[src/port_aux_pkg.sv]
/*
 * package for the port auxiliary block: register offsets, field layout, reset values
 * assumes an APB slave with 32-bit data, one aligned word per register
 */
package port_aux_pkg;

    localparam int          PIN_COUNT       = 6;
    localparam int          ANALOG_COUNT    = 8;
    localparam int          INPUT_ONLY_IDX  = 3;
    localparam int          WAKE_PIN_IDX    = 0;
    localparam int          ADDR_W          = 8;

    // byte addresses
    localparam logic [7:0]  OFS_ANALOG      = 8'h00;
    localparam logic [7:0]  OFS_PULLUP      = 8'h04;
    localparam logic [7:0]  OFS_CHANGE_EN   = 8'h08;
    localparam logic [7:0]  OFS_CONTROL     = 8'h0C;
    localparam logic [7:0]  OFS_PORT        = 8'h10;
    localparam logic [7:0]  OFS_STATUS      = 8'h14;

    // reset values and masks
    localparam logic [7:0]  ANALOG_RST      = 8'hFF;
    localparam logic [7:0]  PULLUP_RST      = 8'h37;
    localparam logic [7:0]  PULLUP_MASK     = 8'h37;
    localparam logic [7:0]  CHANGE_EN_RST   = 8'h00;
    localparam logic [7:0]  CHANGE_EN_MASK  = 8'h3F;
    localparam logic [7:0]  OSC_FORCE_MASK  = 8'h30;

    // control register fields
    localparam int          CTL_PULLUP_DIS  = 0;
    localparam int          CTL_WAKE_EN     = 1;
    localparam int          CTL_GIE         = 2;
    localparam int          CTL_FLAG        = 3;

    typedef struct packed {
        logic [PIN_COUNT-1:0] pin_in;
        logic [PIN_COUNT-1:0] dir_in;
    } pin_side_t;

endpackage

[src/port_pullup_change_wake.sv]
/*
 * weak pull-ups, analog select gating, change detect and low-power wake sink for a six-pin port
 * assumes pin inputs synchronous to pclk; port data/direction logic lives outside
 */
// The APB interface to the registers and the address map are this design's own decisions.
`timescale 1ns/100ps
module port_pullup_change_wake
    import port_aux_pkg::*;
(
    // apb
    input  wire logic                        pclk,
    input  wire logic                        presetn,
    input  wire logic                        psel,
    input  wire logic                        penable,
    input  wire logic                        pwrite,
    input  wire logic [port_aux_pkg::ADDR_W-1:0] paddr,
    input  wire logic [31:0]                 pwdata,
    output logic      [31:0]                 prdata,
    output logic                             pready,
    output logic                             pslverr,
    // power-on reset: the only reset that clears the last-read latch
    input  wire logic                        por_n,
    // configuration
    input  wire logic                        master_clear_mode,
    input  wire logic                        crystal_osc_mode,
    input  wire logic                        sleeping,
    // pins
    input  wire port_aux_pkg::pin_side_t     pins,
    output logic      [port_aux_pkg::PIN_COUNT-1:0] pullup_on,
    output logic      [port_aux_pkg::PIN_COUNT-1:0] digital_in_en,
    output logic      [port_aux_pkg::ANALOG_COUNT-1:0] analog_sel,
    output logic                             wake_sink_on,
    // interrupt side
    output logic                             change_irq,
    output logic                             wake_req
);
    import port_aux_pkg::*;

    initial begin
        if (PIN_COUNT != 6 || ANALOG_COUNT != 8)
            $error("port geometry must be six pins, eight channels");
    end

    // ------------------------------------------------------------
    // bus decode
    // ------------------------------------------------------------
    logic                     wr_en;
    logic                     rd_en;
    logic                     port_access;
    logic [7:0]               analog_q;
    logic [7:0]               pullup_q;
    logic [7:0]               change_en_q;
    logic                     pullup_dis_q;
    logic                     wake_en_q;
    logic                     gie_q;
    logic                     flag_q;
    logic [PIN_COUNT-1:0]     last_read_q;
    logic [PIN_COUNT-1:0]     mismatch;
    logic [PIN_COUNT-1:0]     pin_digital;
    logic [7:0]               pullup_view;
    logic [7:0]               change_view;
    logic                     addr_ok;

    assign wr_en       = psel && penable && pwrite;
    assign rd_en       = psel && penable && !pwrite;
    assign port_access = psel && penable && (paddr == OFS_PORT);
    assign pready      = 1'b1;
    assign addr_ok     = (paddr == OFS_ANALOG) || (paddr == OFS_PULLUP) || (paddr == OFS_CHANGE_EN)
                      || (paddr == OFS_CONTROL) || (paddr == OFS_PORT) || (paddr == OFS_STATUS);
    assign pslverr     = psel && penable && !addr_ok;

    // ------------------------------------------------------------
    // configuration registers
    // ------------------------------------------------------------
    always_ff @(posedge pclk or negedge presetn) begin
        if (!presetn) begin
            analog_q <= ANALOG_RST;
        end else if (wr_en && paddr == OFS_ANALOG) begin
            analog_q <= pwdata[7:0];
        end
    end

    always_ff @(posedge pclk or negedge presetn) begin
        if (!presetn) begin
            pullup_q <= PULLUP_RST;
        end else if (wr_en && paddr == OFS_PULLUP) begin
            pullup_q <= pwdata[7:0] & PULLUP_MASK;
        end
    end

    always_ff @(posedge pclk or negedge presetn) begin
        if (!presetn) begin
            change_en_q <= CHANGE_EN_RST;
        end else if (wr_en && paddr == OFS_CHANGE_EN) begin
            change_en_q <= pwdata[7:0] & CHANGE_EN_MASK;
        end
    end

    always_ff @(posedge pclk or negedge presetn) begin
        if (!presetn) begin
            pullup_dis_q <= 1'b1;
            wake_en_q    <= 1'b0;
            gie_q        <= 1'b0;
        end else if (wr_en && paddr == OFS_CONTROL) begin
            pullup_dis_q <= pwdata[CTL_PULLUP_DIS];
            wake_en_q    <= pwdata[CTL_WAKE_EN];
            gie_q        <= pwdata[CTL_GIE];
        end
    end

    // ------------------------------------------------------------
    // pull-ups and analog gating
    // ------------------------------------------------------------
    genvar g;
    generate
        for (g = 0; g < PIN_COUNT; g++) begin : g_pin
            assign pin_digital[g] = !analog_q[g];
            if (g == INPUT_ONLY_IDX) begin : g_io
                assign pullup_on[g] = master_clear_mode;
            end else begin : g_pu
                assign pullup_on[g] = pullup_q[g] && pins.dir_in[g] && !pullup_dis_q
                                   && pin_digital[g];
            end
            assign mismatch[g] = change_en_q[g] && pin_digital[g]
                              && (pins.pin_in[g] != last_read_q[g]);
        end
    endgenerate

    assign digital_in_en = pin_digital;
    assign analog_sel    = analog_q;
    assign wake_sink_on  = wake_en_q;

    // ------------------------------------------------------------
    // last-read latch and change flag
    // ------------------------------------------------------------
    // only power-on clears the latch; master clear and brownout leave it
    always_ff @(posedge pclk or negedge por_n) begin
        if (!por_n) begin
            last_read_q <= '0;
        end else if (port_access) begin
            last_read_q <= pins.pin_in & pin_digital;
        end
    end

    // port access in the same cycle takes priority; a change then is missed
    always_ff @(posedge pclk or negedge presetn) begin
        if (!presetn) begin
            flag_q <= 1'b0;
        end else if (|mismatch && !port_access) begin
            flag_q <= 1'b1;
        end else if (wr_en && paddr == OFS_CONTROL && !pwdata[CTL_FLAG]) begin
            flag_q <= 1'b0;
        end
    end

    assign change_irq = flag_q && gie_q;
    assign wake_req   = flag_q && sleeping;

    // ------------------------------------------------------------
    // read data
    // ------------------------------------------------------------
    assign pullup_view = crystal_osc_mode ? (pullup_q | OSC_FORCE_MASK) : pullup_q;
    assign change_view = crystal_osc_mode ? (change_en_q | OSC_FORCE_MASK) : change_en_q;

    always_ff @(posedge pclk or negedge presetn) begin
        if (!presetn) begin
            prdata <= 32'h0000_0000;
        end else if (psel && !penable && !pwrite) begin
            unique case (paddr)
                OFS_ANALOG:    prdata <= {24'h00_0000, analog_q};
                OFS_PULLUP:    prdata <= {24'h00_0000, pullup_view};
                OFS_CHANGE_EN: prdata <= {24'h00_0000, change_view};
                OFS_CONTROL:   prdata <= {28'h000_0000, flag_q, gie_q, wake_en_q, pullup_dis_q};
                OFS_PORT:      prdata <= {26'h000_0000, pins.pin_in & pin_digital};
                OFS_STATUS:    prdata <= {26'h000_0000, mismatch};
                default:       prdata <= 32'h0000_0000;
            endcase
        end
    end
endmodule

[config.mk]
export PLATFORM = sky130hd
export DESIGN_NAME = port_pullup_change_wake
export DESIGN_NICKNAME = d
export VERILOG_FILES = /design/src/port_aux_pkg.sv /design/src/port_pullup_change_wake.sv
export SDC_FILE = /design/constraint.sdc
export NUM_CORES = 1
export LEC_CHECK = 0
export ABC_CLOCK_PERIOD_IN_PS = 1410
export BUFFER_PORTS_ARGS = -buffer_cell sky130_fd_sc_hd__buf_2
export CAP_MARGIN = 10
export CORE_MARGIN = 10
export CORE_UTILIZATION = 45
export DETAILED_ROUTE_END_ITERATION = 10
export HOLD_SLACK_MARGIN = 0.05
export PLACE_DENSITY = 0.79
export SLEW_MARGIN = 20
export SYNTH_ARGS = -nofsm -noshare
export SYNTH_HDL_FRONTEND = slang
export SYNTH_SLANG_ARGS = --single-unit
export TNS_END_PERCENT = 1
[constraint.sdc]
create_clock -name pclk -period 1.41 [get_ports pclk]
set_input_delay 0.141 -clock pclk [delete_from_list [all_inputs] [get_ports pclk]]
set_output_delay 0.141 -clock pclk [all_outputs]
set_load 0.01 [all_outputs]
# Word level (Yosys, flattened, before mapping)
# Cells that the tools add are included.
[classes] n_eq_ne=11 n_reduce_logical=61 bitwise=1 muxes=5
[op_table] cell="one-hot mux 8 bit (6 select lines)" n=1
[op_table] cell="logical AND 1 bit" n=41
[op_table] cell="== test 8 x 4 -> 1 bit, second input constant" n=2
[op_table] cell="== test 8 x 5 -> 1 bit, second input constant" n=2
[op_table] cell="zero test 1 bit" n=12
[op_table] cell="two-way mux 6 bit" n=2
[op_table] cell="== test 8 x 3 -> 1 bit, second input constant" n=1
[op_table] cell="zero test 8 bit" n=1
[op_table] cell="AND 6 bit" n=1
[op_table] cell="!= test 1 bit" n=6
[op_table] cell="OR reduction 6 bit" n=1
[op_table] cell="logical OR 1 bit" n=5
[op_table] cell="two-way mux 1 bit" n=2
[op_table] cell="nonzero test 2 bit" n=1
[totals] out_inout_bits=57 elab_cells=87 input_bits=61 register_bits=61

# Longest topological paths before layout
# Gate-level depths: netlist of the first run.
[logic_depth] word_depth=8 mapped_depth=6 mapped_depth_nobuf=4

# Least setup slack after synthesis of the first run
# Ideal clock, no wire load.
[synth_timing] path_type="input to register" startpoint="input paddr[3] (netlist bit)" endpoint="register last_read_q[0]" setup_time_ps=125 cell_stages=5 slack_ps=-310 required_time_ps=1285 n_path_buf=1 arrival_time_ps=1595 path_cell_list="clkbuf_8 > nor4_1 > nand3_1 > nor3_2 > mux2_2"
[synth_between] elab_chain_len=2
[synth_lines] element="start: declaration" line="port_pullup_change_wake.sv:16" source="input wire logic [port_aux_pkg::ADDR_W-1:0] paddr,"
[synth_lines] element="== test 8 x 5 -> 1 bit" line="port_pullup_change_wake.sv:66" source="assign port_access = psel && penable && (paddr == OFS_PORT);"
[synth_lines] element="logical AND 1 bit" line="port_pullup_change_wake.sv:66"
[synth_lines] element="end signal: assignment" line="port_pullup_change_wake.sv:141" source="last_read_q <= pins.pin_in & pin_digital;"
[synth_lines] element="end: declaration" line="port_pullup_change_wake.sv:57" source="logic [PIN_COUNT-1:0] last_read_q;"
# No other way between the ends.
# A chain may end at the register's enable or synchronous reset.

# Worst setup path after layout of the first run
[layout_timing] startpoint="register pullup_q[2]" endpoint="output pullup_on[2] (netlist bit)"
[layout_between] elab_chain_len=3
[layout_lines] element="start: declaration" line="port_pullup_change_wake.sv:51" source="logic [7:0] pullup_q;"
[layout_lines] element="start signal: assignment" line="port_pullup_change_wake.sv:87" source="pullup_q <= pwdata[7:0] & PULLUP_MASK;"
[layout_lines] element="logical AND 1 bit (2 in series)" line="port_pullup_change_wake.sv:121" source="assign pullup_on[g] = pullup_q[g] && pins.dir_in[g] && !pullup_dis_q"
[layout_lines] element="logical AND 1 bit" line="port_pullup_change_wake.sv:122" source="&& pin_digital[g];"
[layout_lines] element="end: declaration" line="port_pullup_change_wake.sv:29" source="output logic [port_aux_pkg::PIN_COUNT-1:0] pullup_on,"
# No other way between the ends.

==> metrics.csv, run 1 <==
metric,value,unit
status,"complete, but fails checks",
failing checks,setup timing,
min Tclk post-route,1.44,ns
grt ovf,0,
Crit. Startpoint,pullup_q[2],
synth warn,0,
max_cap viols,0,
DP Wirelength,5.31,mm
cell count after placement,371,
Fillers,424,
Clock Path Buffers,2,
clk_lat worst skew,0.30,ns
Pleak,0.00150,µW
Final Hold Vio Count,0,
worst r2r src,analog_sel[1],
register area share after synthesis,0.401,
pwr/cell area,811,nW/µm²
critical path required time,1.27,ns
main flop type after synthesis,dfrtp_1,
DR vias/cell,5.14,
Synth async-reset ratio,1.00,
buffers added on ports,65,
period utilisation layout,1.02,
DR DRC count,0,
H-tree Lvls,2,
Syn Inst Count,220,
P&R area growth vs syn,30.1,%
peak supply drop,640,µV
register bit total from synthesis,37,
Setup-failing EPs final,7,
Die H,92.3,µm
CP Launch Type,flip-flop,
Post-synth EDFFs,0,
synth top area cells,"dfrtp_1 (24%), dfstp_2 (16%), mux2_2 (11%)",
Avg Synthesized Cell Area,10.7,µm²
vias in the first global route,2164,
launch point of the worst hold path,pwdata[6],
worst path arrival time,1.30,ns
Final Non-Filler Cells,382,
via count,1965,
Iteration-0 DRC Markers,104,
mapped cell area,2350,µm²
core box area,5110,µm²
CP max FO,2,
Worst-path clk slew,0.08,ns
nets@finish,372,
Max Fclk,694,MHz
global-route wire length before repair,11.0,mm
Initial Util,0.461,
RSZ-0062 raised after global routing,yes,
final slew viol count,0,
Synth top area share,0.244,
total CTS buffers,5,
Site Rows,26,
total negative setup slack,-0.113,ns
mean routed wirelength per cell,17.9,µm
largest net degree at the start of global routing,32,
antenna cells,0,
Placer Congestion,0.837,
type of destination of the critical path,output pin,
DIE WIDTH,92.3,µm
Total Power,2480,µW
DRT Pass-1 Iters,4,
fraction of layout cells with a size suffix above 1,0.526,
die area,8530,µm²
setup slack after layout,-0.0308,ns
leading area contributor after synthesis,dfrtp_1,
critical path class,flip-flop to output pin,
drt total wl,6.85,mm
Root Driver,clkbuf_8,
CTS tree,done,
Hold WC Path Type,input port to flip-flop,
gr usage total,0.160,
clk_skew,0.00307,ns
DRT antenna net count,0,
"Distinct cells, synth",52,
antenna violations before repair,0,
Sinks on Clock Net,37,
num ports,118,
[critical path, stage by stage, from the launching register on]
cell     delay, ns
dfstp_2       0.55
inv_2         0.05
nor4b_4       0.22
buf_2         0.18
[where the power goes]
group          internal [µW]  total, µW  leakage (µW)  switching [µW]
combinational            164        378      0.000990             214
clock                    575        978     0.0000574             403
sequential              1100       1130      0.000453            27.6
total                   1840       2480       0.00150             645
[area by class of cell]
type                       count  area [µm²]  share of cell area
timing repair buffer          95         576               0.188
inverter                      10        37.5              0.0123
multi-input combinational    162        1300               0.424
clock inverter                 2        37.5              0.0123
sequential                    37         943               0.308
tap                           70        87.6              0.0286
clock buffer                   6        82.6              0.0270
[final timing paths]
path	end	slack (ns)	cells after the start
max in group asynchronous	analog_sel[3]	0.70	3
worst max-delay path	pullup_on[2]	-0.03	3
worst max register to register	flag_q	0.04	4
worst min register to register	prdata[2]	0.48	2
worst min-delay path	analog_sel[6]	0.08	2
min in group asynchronous	last_read_q[5]	0.22	2
[cell usage in the layout (no fill, tap or decap), types with 4 or more instances in the layout]
master,count
and3b_1,4
nor2_1,6
nand2_1,13
xor2_1,4
dfrtp_1,23
o21ai_0,9
mux2_4,6
inv_1,8
mux2_2,23
conb_1,25
buf_2,63
buf_4,27
nor2b_1,10
and2_1,4
dfstp_2,14
clkbuf_8,6
[cell usage after synthesis (all sizes together) (4+ instances only)]
cell type   n
dfstp      14
nand3       4
nand2      14
and2        4
dfrtp      23
nor2        6
and3b       4
mux2       29
xor2        4
inv        10
nor2b      10
clkbuf      6
buf        28
o21ai      11
[state kept, by name (all words and copies together) (netlist names)]
signal,cells
change_en_q,6
gie_q,1
analog_sel,8
pullup_q,5
flag_q,1
prdata,8
pullup_dis_q,1
last_read_q,6
wake_sink_on,1
[routing by layer]
metal	vias up	global-route usage	share of wire
li1	922	-	-
met1	949	0.182	0.40
met2	80	0.268	0.49
met3	14	0.0565	0.079
met4	0	0.0630	0.024
met5	-	0	0
[metrics by stage]
stage               setup WS, ns  hold WS, ns   util  cell area (µm²)
detailed placement        -0.382     -0.00172  0.552             2820
finish                   -0.0308       0.0786  0.600             3060
global placement          -0.324     -0.00694  0.552             2820
floorplan                 -0.306       -0.155      -             2450
CTS                      -0.0933       0.0776  0.588             3000
global route             -0.0655       0.0901  0.600             3060
[timing repair]
item	CTS	global route
buffers inserted	1	0
endpoints found under the hold margin	23	0
hold buffers	2	0
endpoints found under the setup margin	17	21
pin swaps	4	7
resized for setup	7	14
[cell families (layout without fill, tap and decap cells)]
family / count (synthesis) / after routing / share of synthesized area
AOI/OAI and AO/OA: 33 / 33 / 0.0983
xor gates and xnor gates: 6 / 6 / 0.0223
buffers and inverters: 44 / 113 / 0.120
DFF: 37 / 37 / 0.401
muxes: 31 / 31 / 0.167
other: 2 / 25 / 0.00319
and+or+nand+nor: 67 / 67 / 0.189
Power figures use the tool's default switching activity.
==> inputs of run 2 (changes only) <==
--- a/config.mk
+++ b/config.mk
@@ -17,4 +17,3 @@
 export SYNTH_ARGS = -nofsm -noshare
 export SYNTH_HDL_FRONTEND = slang
 export SYNTH_SLANG_ARGS = --single-unit
-export TNS_END_PERCENT = 1
==> run 2 against run 1 <==
Against the previous run: first-iteration DRC count grew 110%; final area increased by 4.6%; clock power fell by 0.4%; the run now ends clean; worst hold slack improved by 0.0044 ns; highest routed layer unchanged; sequential share of layout area shrank 1.4 points; critical path type unchanged; total power rose by 1.4%.
==> metrics.csv, run 2 (same netlist as run 1, synthesis figures left out) <==
metric,value,unit
grt met2 use,0.255,
status,"finished, final reports clean",
CP max FO,2,
DIE WIDTH,92.3,µm
core box area,5110,µm²
peak supply drop,619,µV
fraction of layout cells with a size suffix above 1,0.539,
"most common cell after layout, fill and taps aside",buf_2,
Worst-path clk slew,0.08,ns
CP Launch Type,flip-flop,
antenna violations before repair,0,
nets@finish,381,
CP max-delay cell,dfstp_2,
DP Wirelength,5.36,mm
final slew viol count,0,
Pleak,0.00156,µW
drt total wl,7.27,mm
Final Hold Vio Count,0,
Hold WC Path Type,input port to flip-flop,
gr usage total,0.160,
Die H,92.3,µm
clk_skew,0.00970,ns
crit-path leading delay family,flip-flops,
total CTS buffers,5,
gr busiest metal,met2,
DR DRC count,0,
Total Power,2520,µW
H-tree Lvls,2,
Worst path max stage delay,0.54,ns
clk_lat worst skew,0.29,ns
num ports,118,
global-route wire length before repair,11.2,mm
P&R area growth vs syn,36.1,%
die area,8530,µm²
Root Driver,clkbuf_8,
WP depth,3,
via count,2070,
mean routed wirelength per cell,18.6,µm
Worst Reg-to-Reg Cells,4,
Site Rows,26,
vias in the first global route,2275,
CTS tree,done,
Final Non-Filler Cells,391,
max_cap viols,0,
Sinks on Clock Net,37,
DRT Pass-1 Iters,6,
Fillers,404,
DR vias/cell,5.29,
most frequent cells in the layout,"buf_2 (62), buf_4 (31), conb_1 (25)",
largest net degree at the start of global routing,32,
DRT antenna net count,0,
Worst Path Buf+Inv,2,
period utilisation layout,0.980,
RSZ-0062 raised after global routing,yes,
grt ovf,0,
Initial Util,0.461,
critical path class,flip-flop to output pin,
type of destination of the critical path,output pin,
cells along the critical path,inv_2 -> nor4b_2 -> buf_2,
pwr/cell area,786,nW/µm²
worst path arrival time,1.24,ns
met3 Use GR,0.0541,
hold slack,0.0829,ns
Max Fclk,723,MHz
Placer Congestion,0.864,
buffers added on ports,65,
Iteration-0 DRC Markers,218,
min Tclk post-route,1.38,ns
critical path required time,1.27,ns
Clock Path Buffers,2,
cell count after placement,373,
met1 layer usage reported by global route,0.195,
antenna cells,0,
hold path cells,2,
Setup-failing EPs final,0,
## run 2: cell types whose count changed in the layout (fill, tap and decap cells not counted), moves of 4 or more
cell / previous run / this run
mux2_2: 23 / 14
mux2_4: 6 / 15
buf_6: 2 / 8
buf_4: 27 / 31
## run 2: worst reg2reg max path: stages (launching register included)
cell,delay [ns]
dfstp_2,0.38
or3_4,0.34
a221oi_4,0.28
a311oi_1,0.07
o22a_1,0.20
## run 2: through the flow
stage	cell area (µm²)	setup slack, ns	util	setup TNS [ns]
5_1_grt	3200	-0.0397	0.627	-0.198
6_report	3200	0.0276	0.627	0
4_1_cts	3060	0.00193	0.599	0
3_5_place_dp	2890	-0.289	0.565	-7.34
3_3_place_gp	2890	-0.263	0.565	-6.42
2_1_floorplan	2520	-0.306	-	-2.96
## run 2: area by class of cell
class / instances / area (µm²) / share of cell area
clock buffers: 7 / 86.3 / 0.0269
clock inverters: 1 / 30.0 / 0.00937
inverters: 10 / 37.5 / 0.0117
multi-input cells: 162 / 1350 / 0.422
flip-flops and latches: 37 / 943 / 0.294
well taps: 70 / 87.6 / 0.0273
repair buffers: 104 / 668 / 0.209
## run 2: worst paths after layout
kind	start	to	slack (ns)
max in group asynchronous	presetn	analog_sel[5]	0.69
min in group asynchronous	por_n	last_read_q[5]	0.21
hold reg to reg	prdata[2]	prdata[2]	0.47
setup reg to reg	pullup_q[5]	prdata[5]	0.04
hold / removal	pwdata[7]	analog_sel[7]	0.08
setup / recovery	pullup_q[2]	pullup_on[2]	0.03
## run 2: where the power goes
group	total [µW]	internal (µW)	switching (µW)
combinational	414	183	232
clock	974	577	397
sequential	1130	1100	29.5
## run 2: timing repair
| item | 4_1_cts | 5_1_grt |
|---|---|---|
| hold buffers | 2 | 0 |
| endpoints found under the setup margin | 3 | 30 |
| gates resized for setup | 4 | 24 |
| endpoints found under the hold margin | 23 | 0 |
| pin swaps | 3 | 12 |
| buffers inserted | 2 | 6 |
## run 2: metal layers
layer,wire (µm),vias up
met5,0,-
met2,3400,107
met4,183,0
met3,568,18
li1,-,940
met1,3120,1005
==> inputs of run 3 (changes only) <==
--- a/config.mk
+++ b/config.mk
@@ -8,11 +8,12 @@
 export ABC_CLOCK_PERIOD_IN_PS = 1410
 export BUFFER_PORTS_ARGS = -buffer_cell sky130_fd_sc_hd__buf_2
 export CAP_MARGIN = 10
-export CORE_MARGIN = 10
+export CORE_MARGIN = 5
 export CORE_UTILIZATION = 45
 export DETAILED_ROUTE_END_ITERATION = 10
 export HOLD_SLACK_MARGIN = 0.05
 export PLACE_DENSITY = 0.79
+export REMOVE_ABC_BUFFERS = 1
 export SLEW_MARGIN = 20
 export SYNTH_ARGS = -nofsm -noshare
 export SYNTH_HDL_FRONTEND = slang
==> run 3 against run 2 <==
Against the previous run: die area shrank 20%; critical path depth grew 2; first-iteration DRC count decreased by 39%; non-clock buffer count fell by 8; clock power shrank 21%; wire length down 10%; final cell count fell by 2.0%; critical endpoint is now change_en_q[3]; largest cell class unchanged; largest power group unchanged.
==> metrics.csv, run 3 (same netlist as run 1, synthesis figures left out) <==
metric,value,unit
Placer Congestion,0.868,
cells along the critical path,buf_8 -> nor4_4 -> nand2_4 -> or4_4 -> mux2_4,
die area,6780,µm²
max_cap viols,0,
Routed met2 length,3.11,mm
Crit. Startpoint,paddr[0],
critical path required time,1.58,ns
CTS tree,done,
buffers added on ports,65,
global-route wire length before repair,9.68,mm
most frequent cells in the layout,"buf_2 (63), buf_4 (28), conb_1 (25)",
Sinks on Clock Net,37,
antenna violations before repair,0,
min Tclk post-route,1.40,ns
Post-DP Area,2820,µm²
WL met1,2.72,mm
crit-path leading delay family,simple AND/OR/NAND/NOR gates,
Iteration-0 DRC Markers,132,
fin area,3020,µm²
H-tree Lvls,2,
launch point of the worst hold path,pwdata[6],
DRT Pass-1 Iters,4,
DIE WIDTH,82.3,µm
worst r2r src,last_read_q[0],
fraction of layout cells with a size suffix above 1,0.514,
"most common cell after layout, fill and taps aside",buf_2,
CP max-delay cell,or4_4,
final slew viol count,0,
antenna cells,0,
type of destination of the critical path,flip-flop,
highest routed layer,met4,
Worst-path clk slew,0.07,ns
Pleak,0.00148,µW
gr usage total,0.192,
Worst Path Buf+Inv,1,
Hold WC Path Type,input port to flip-flop,
total negative setup slack,0,ns
period utilisation layout,0.996,
Worst path max stage delay,0.58,ns
CP Launch Type,input port,
critical path class,input port to flip-flop,
Final Hold Vio Count,0,
status,"finished, final reports clean",
CP max FO,6,
mean routed wirelength per cell,17.0,µm
Site Rows,26,
via count,2012,
DR DRC count,0,
grt ovf,0,
clk_skew,0.00386,ns
drt total wl,6.51,mm
P&R area growth vs syn,28.3,%
pwr/cell area,753,nW/µm²
core box area,5110,µm²
Max Fclk,712,MHz
Initial Util,0.461,
DRT antenna net count,0,
Setup-failing EPs final,0,
vias in the first global route,1940,
clk_lat worst skew,0.28,ns
nets@finish,373,
Die H,82.3,µm
total CTS buffers,5,
Finished Core Util,0.592,
worst path arrival time,1.58,ns
DR vias/cell,5.25,
DP Wirelength,4.82,mm
Fillers,431,
largest net degree at the start of global routing,32,
Root Driver,clkbuf_8,
peak supply drop,503,µV
Clock Path Buffers,2,
RSZ-0062 raised after global routing,yes,
met3 WL,529,µm
num ports,118,
==> run 3: power by group <==
| group | leakage, µW | switching, µW | total, µW | internal [µW] |
|---|---|---|---|---|
| clock network | 0.0000455 | 369 | 768 | 399 |
| registers | 0.000453 | 26.7 | 1130 | 1100 |
| logic | 0.000986 | 216 | 378 | 162 |
==> run 3: final timing paths <==
path                                        to  slack (ns)  cells after the start
worst max-delay path            change_en_q[3]       0.005                      5
worst min-delay path             analog_sel[6]         0.1                      2
worst max register to register          flag_q        0.04                      4
worst min register to register       prdata[2]        0.48                      2
max in group asynchronous        analog_sel[1]        0.69                      3
min in group asynchronous       last_read_q[3]        0.25                      2
==> run 3: cell type report <==
class,count,area [µm²],area share
repair buffers,96,583,0.193
flip-flops and latches,37,943,0.312
multi-input cells,162,1280,0.424
clock buffers,8,90.1,0.0298
well taps,70,87.6,0.0290
inverters,10,37.5,0.0124
==> run 3: repair_timing <==
| action | CTS | global route |
|---|---|---|
| resized for setup | 8 | 11 |
| endpoints found under the hold margin | 23 | 0 |
| setup buffers | 0 | 1 |
| endpoints found under the setup margin | 16 | 15 |
| hold buffers | 2 | 0 |
| gates cloned | 0 | 0 |
| pin swaps | 4 | 10 |
==> run 3: routing by layer <==
metal | up-vias | GRT usage
li1 | 928 | -
met1 | 972 | 0.246
met2 | 97 | 0.307
met3 | 15 | 0.0477
met4 | 0 | 0.0797
met5 | - | 0
==> run 3: per-stage QoR <==
stage	hold WS, ns	power [µW]	std cells	worst slack [ns]
3_3_place_gp	0.00360	1490	372	-0.316
6_report	0.0982	2270	383	0.00524
2_1_floorplan	-0.155	1290	209	-0.295
3_5_place_dp	0.0111	1500	372	-0.340
4_1_cts	0.0918	2280	382	-0.000118
5_1_grt	0.0950	2390	383	-0.0422
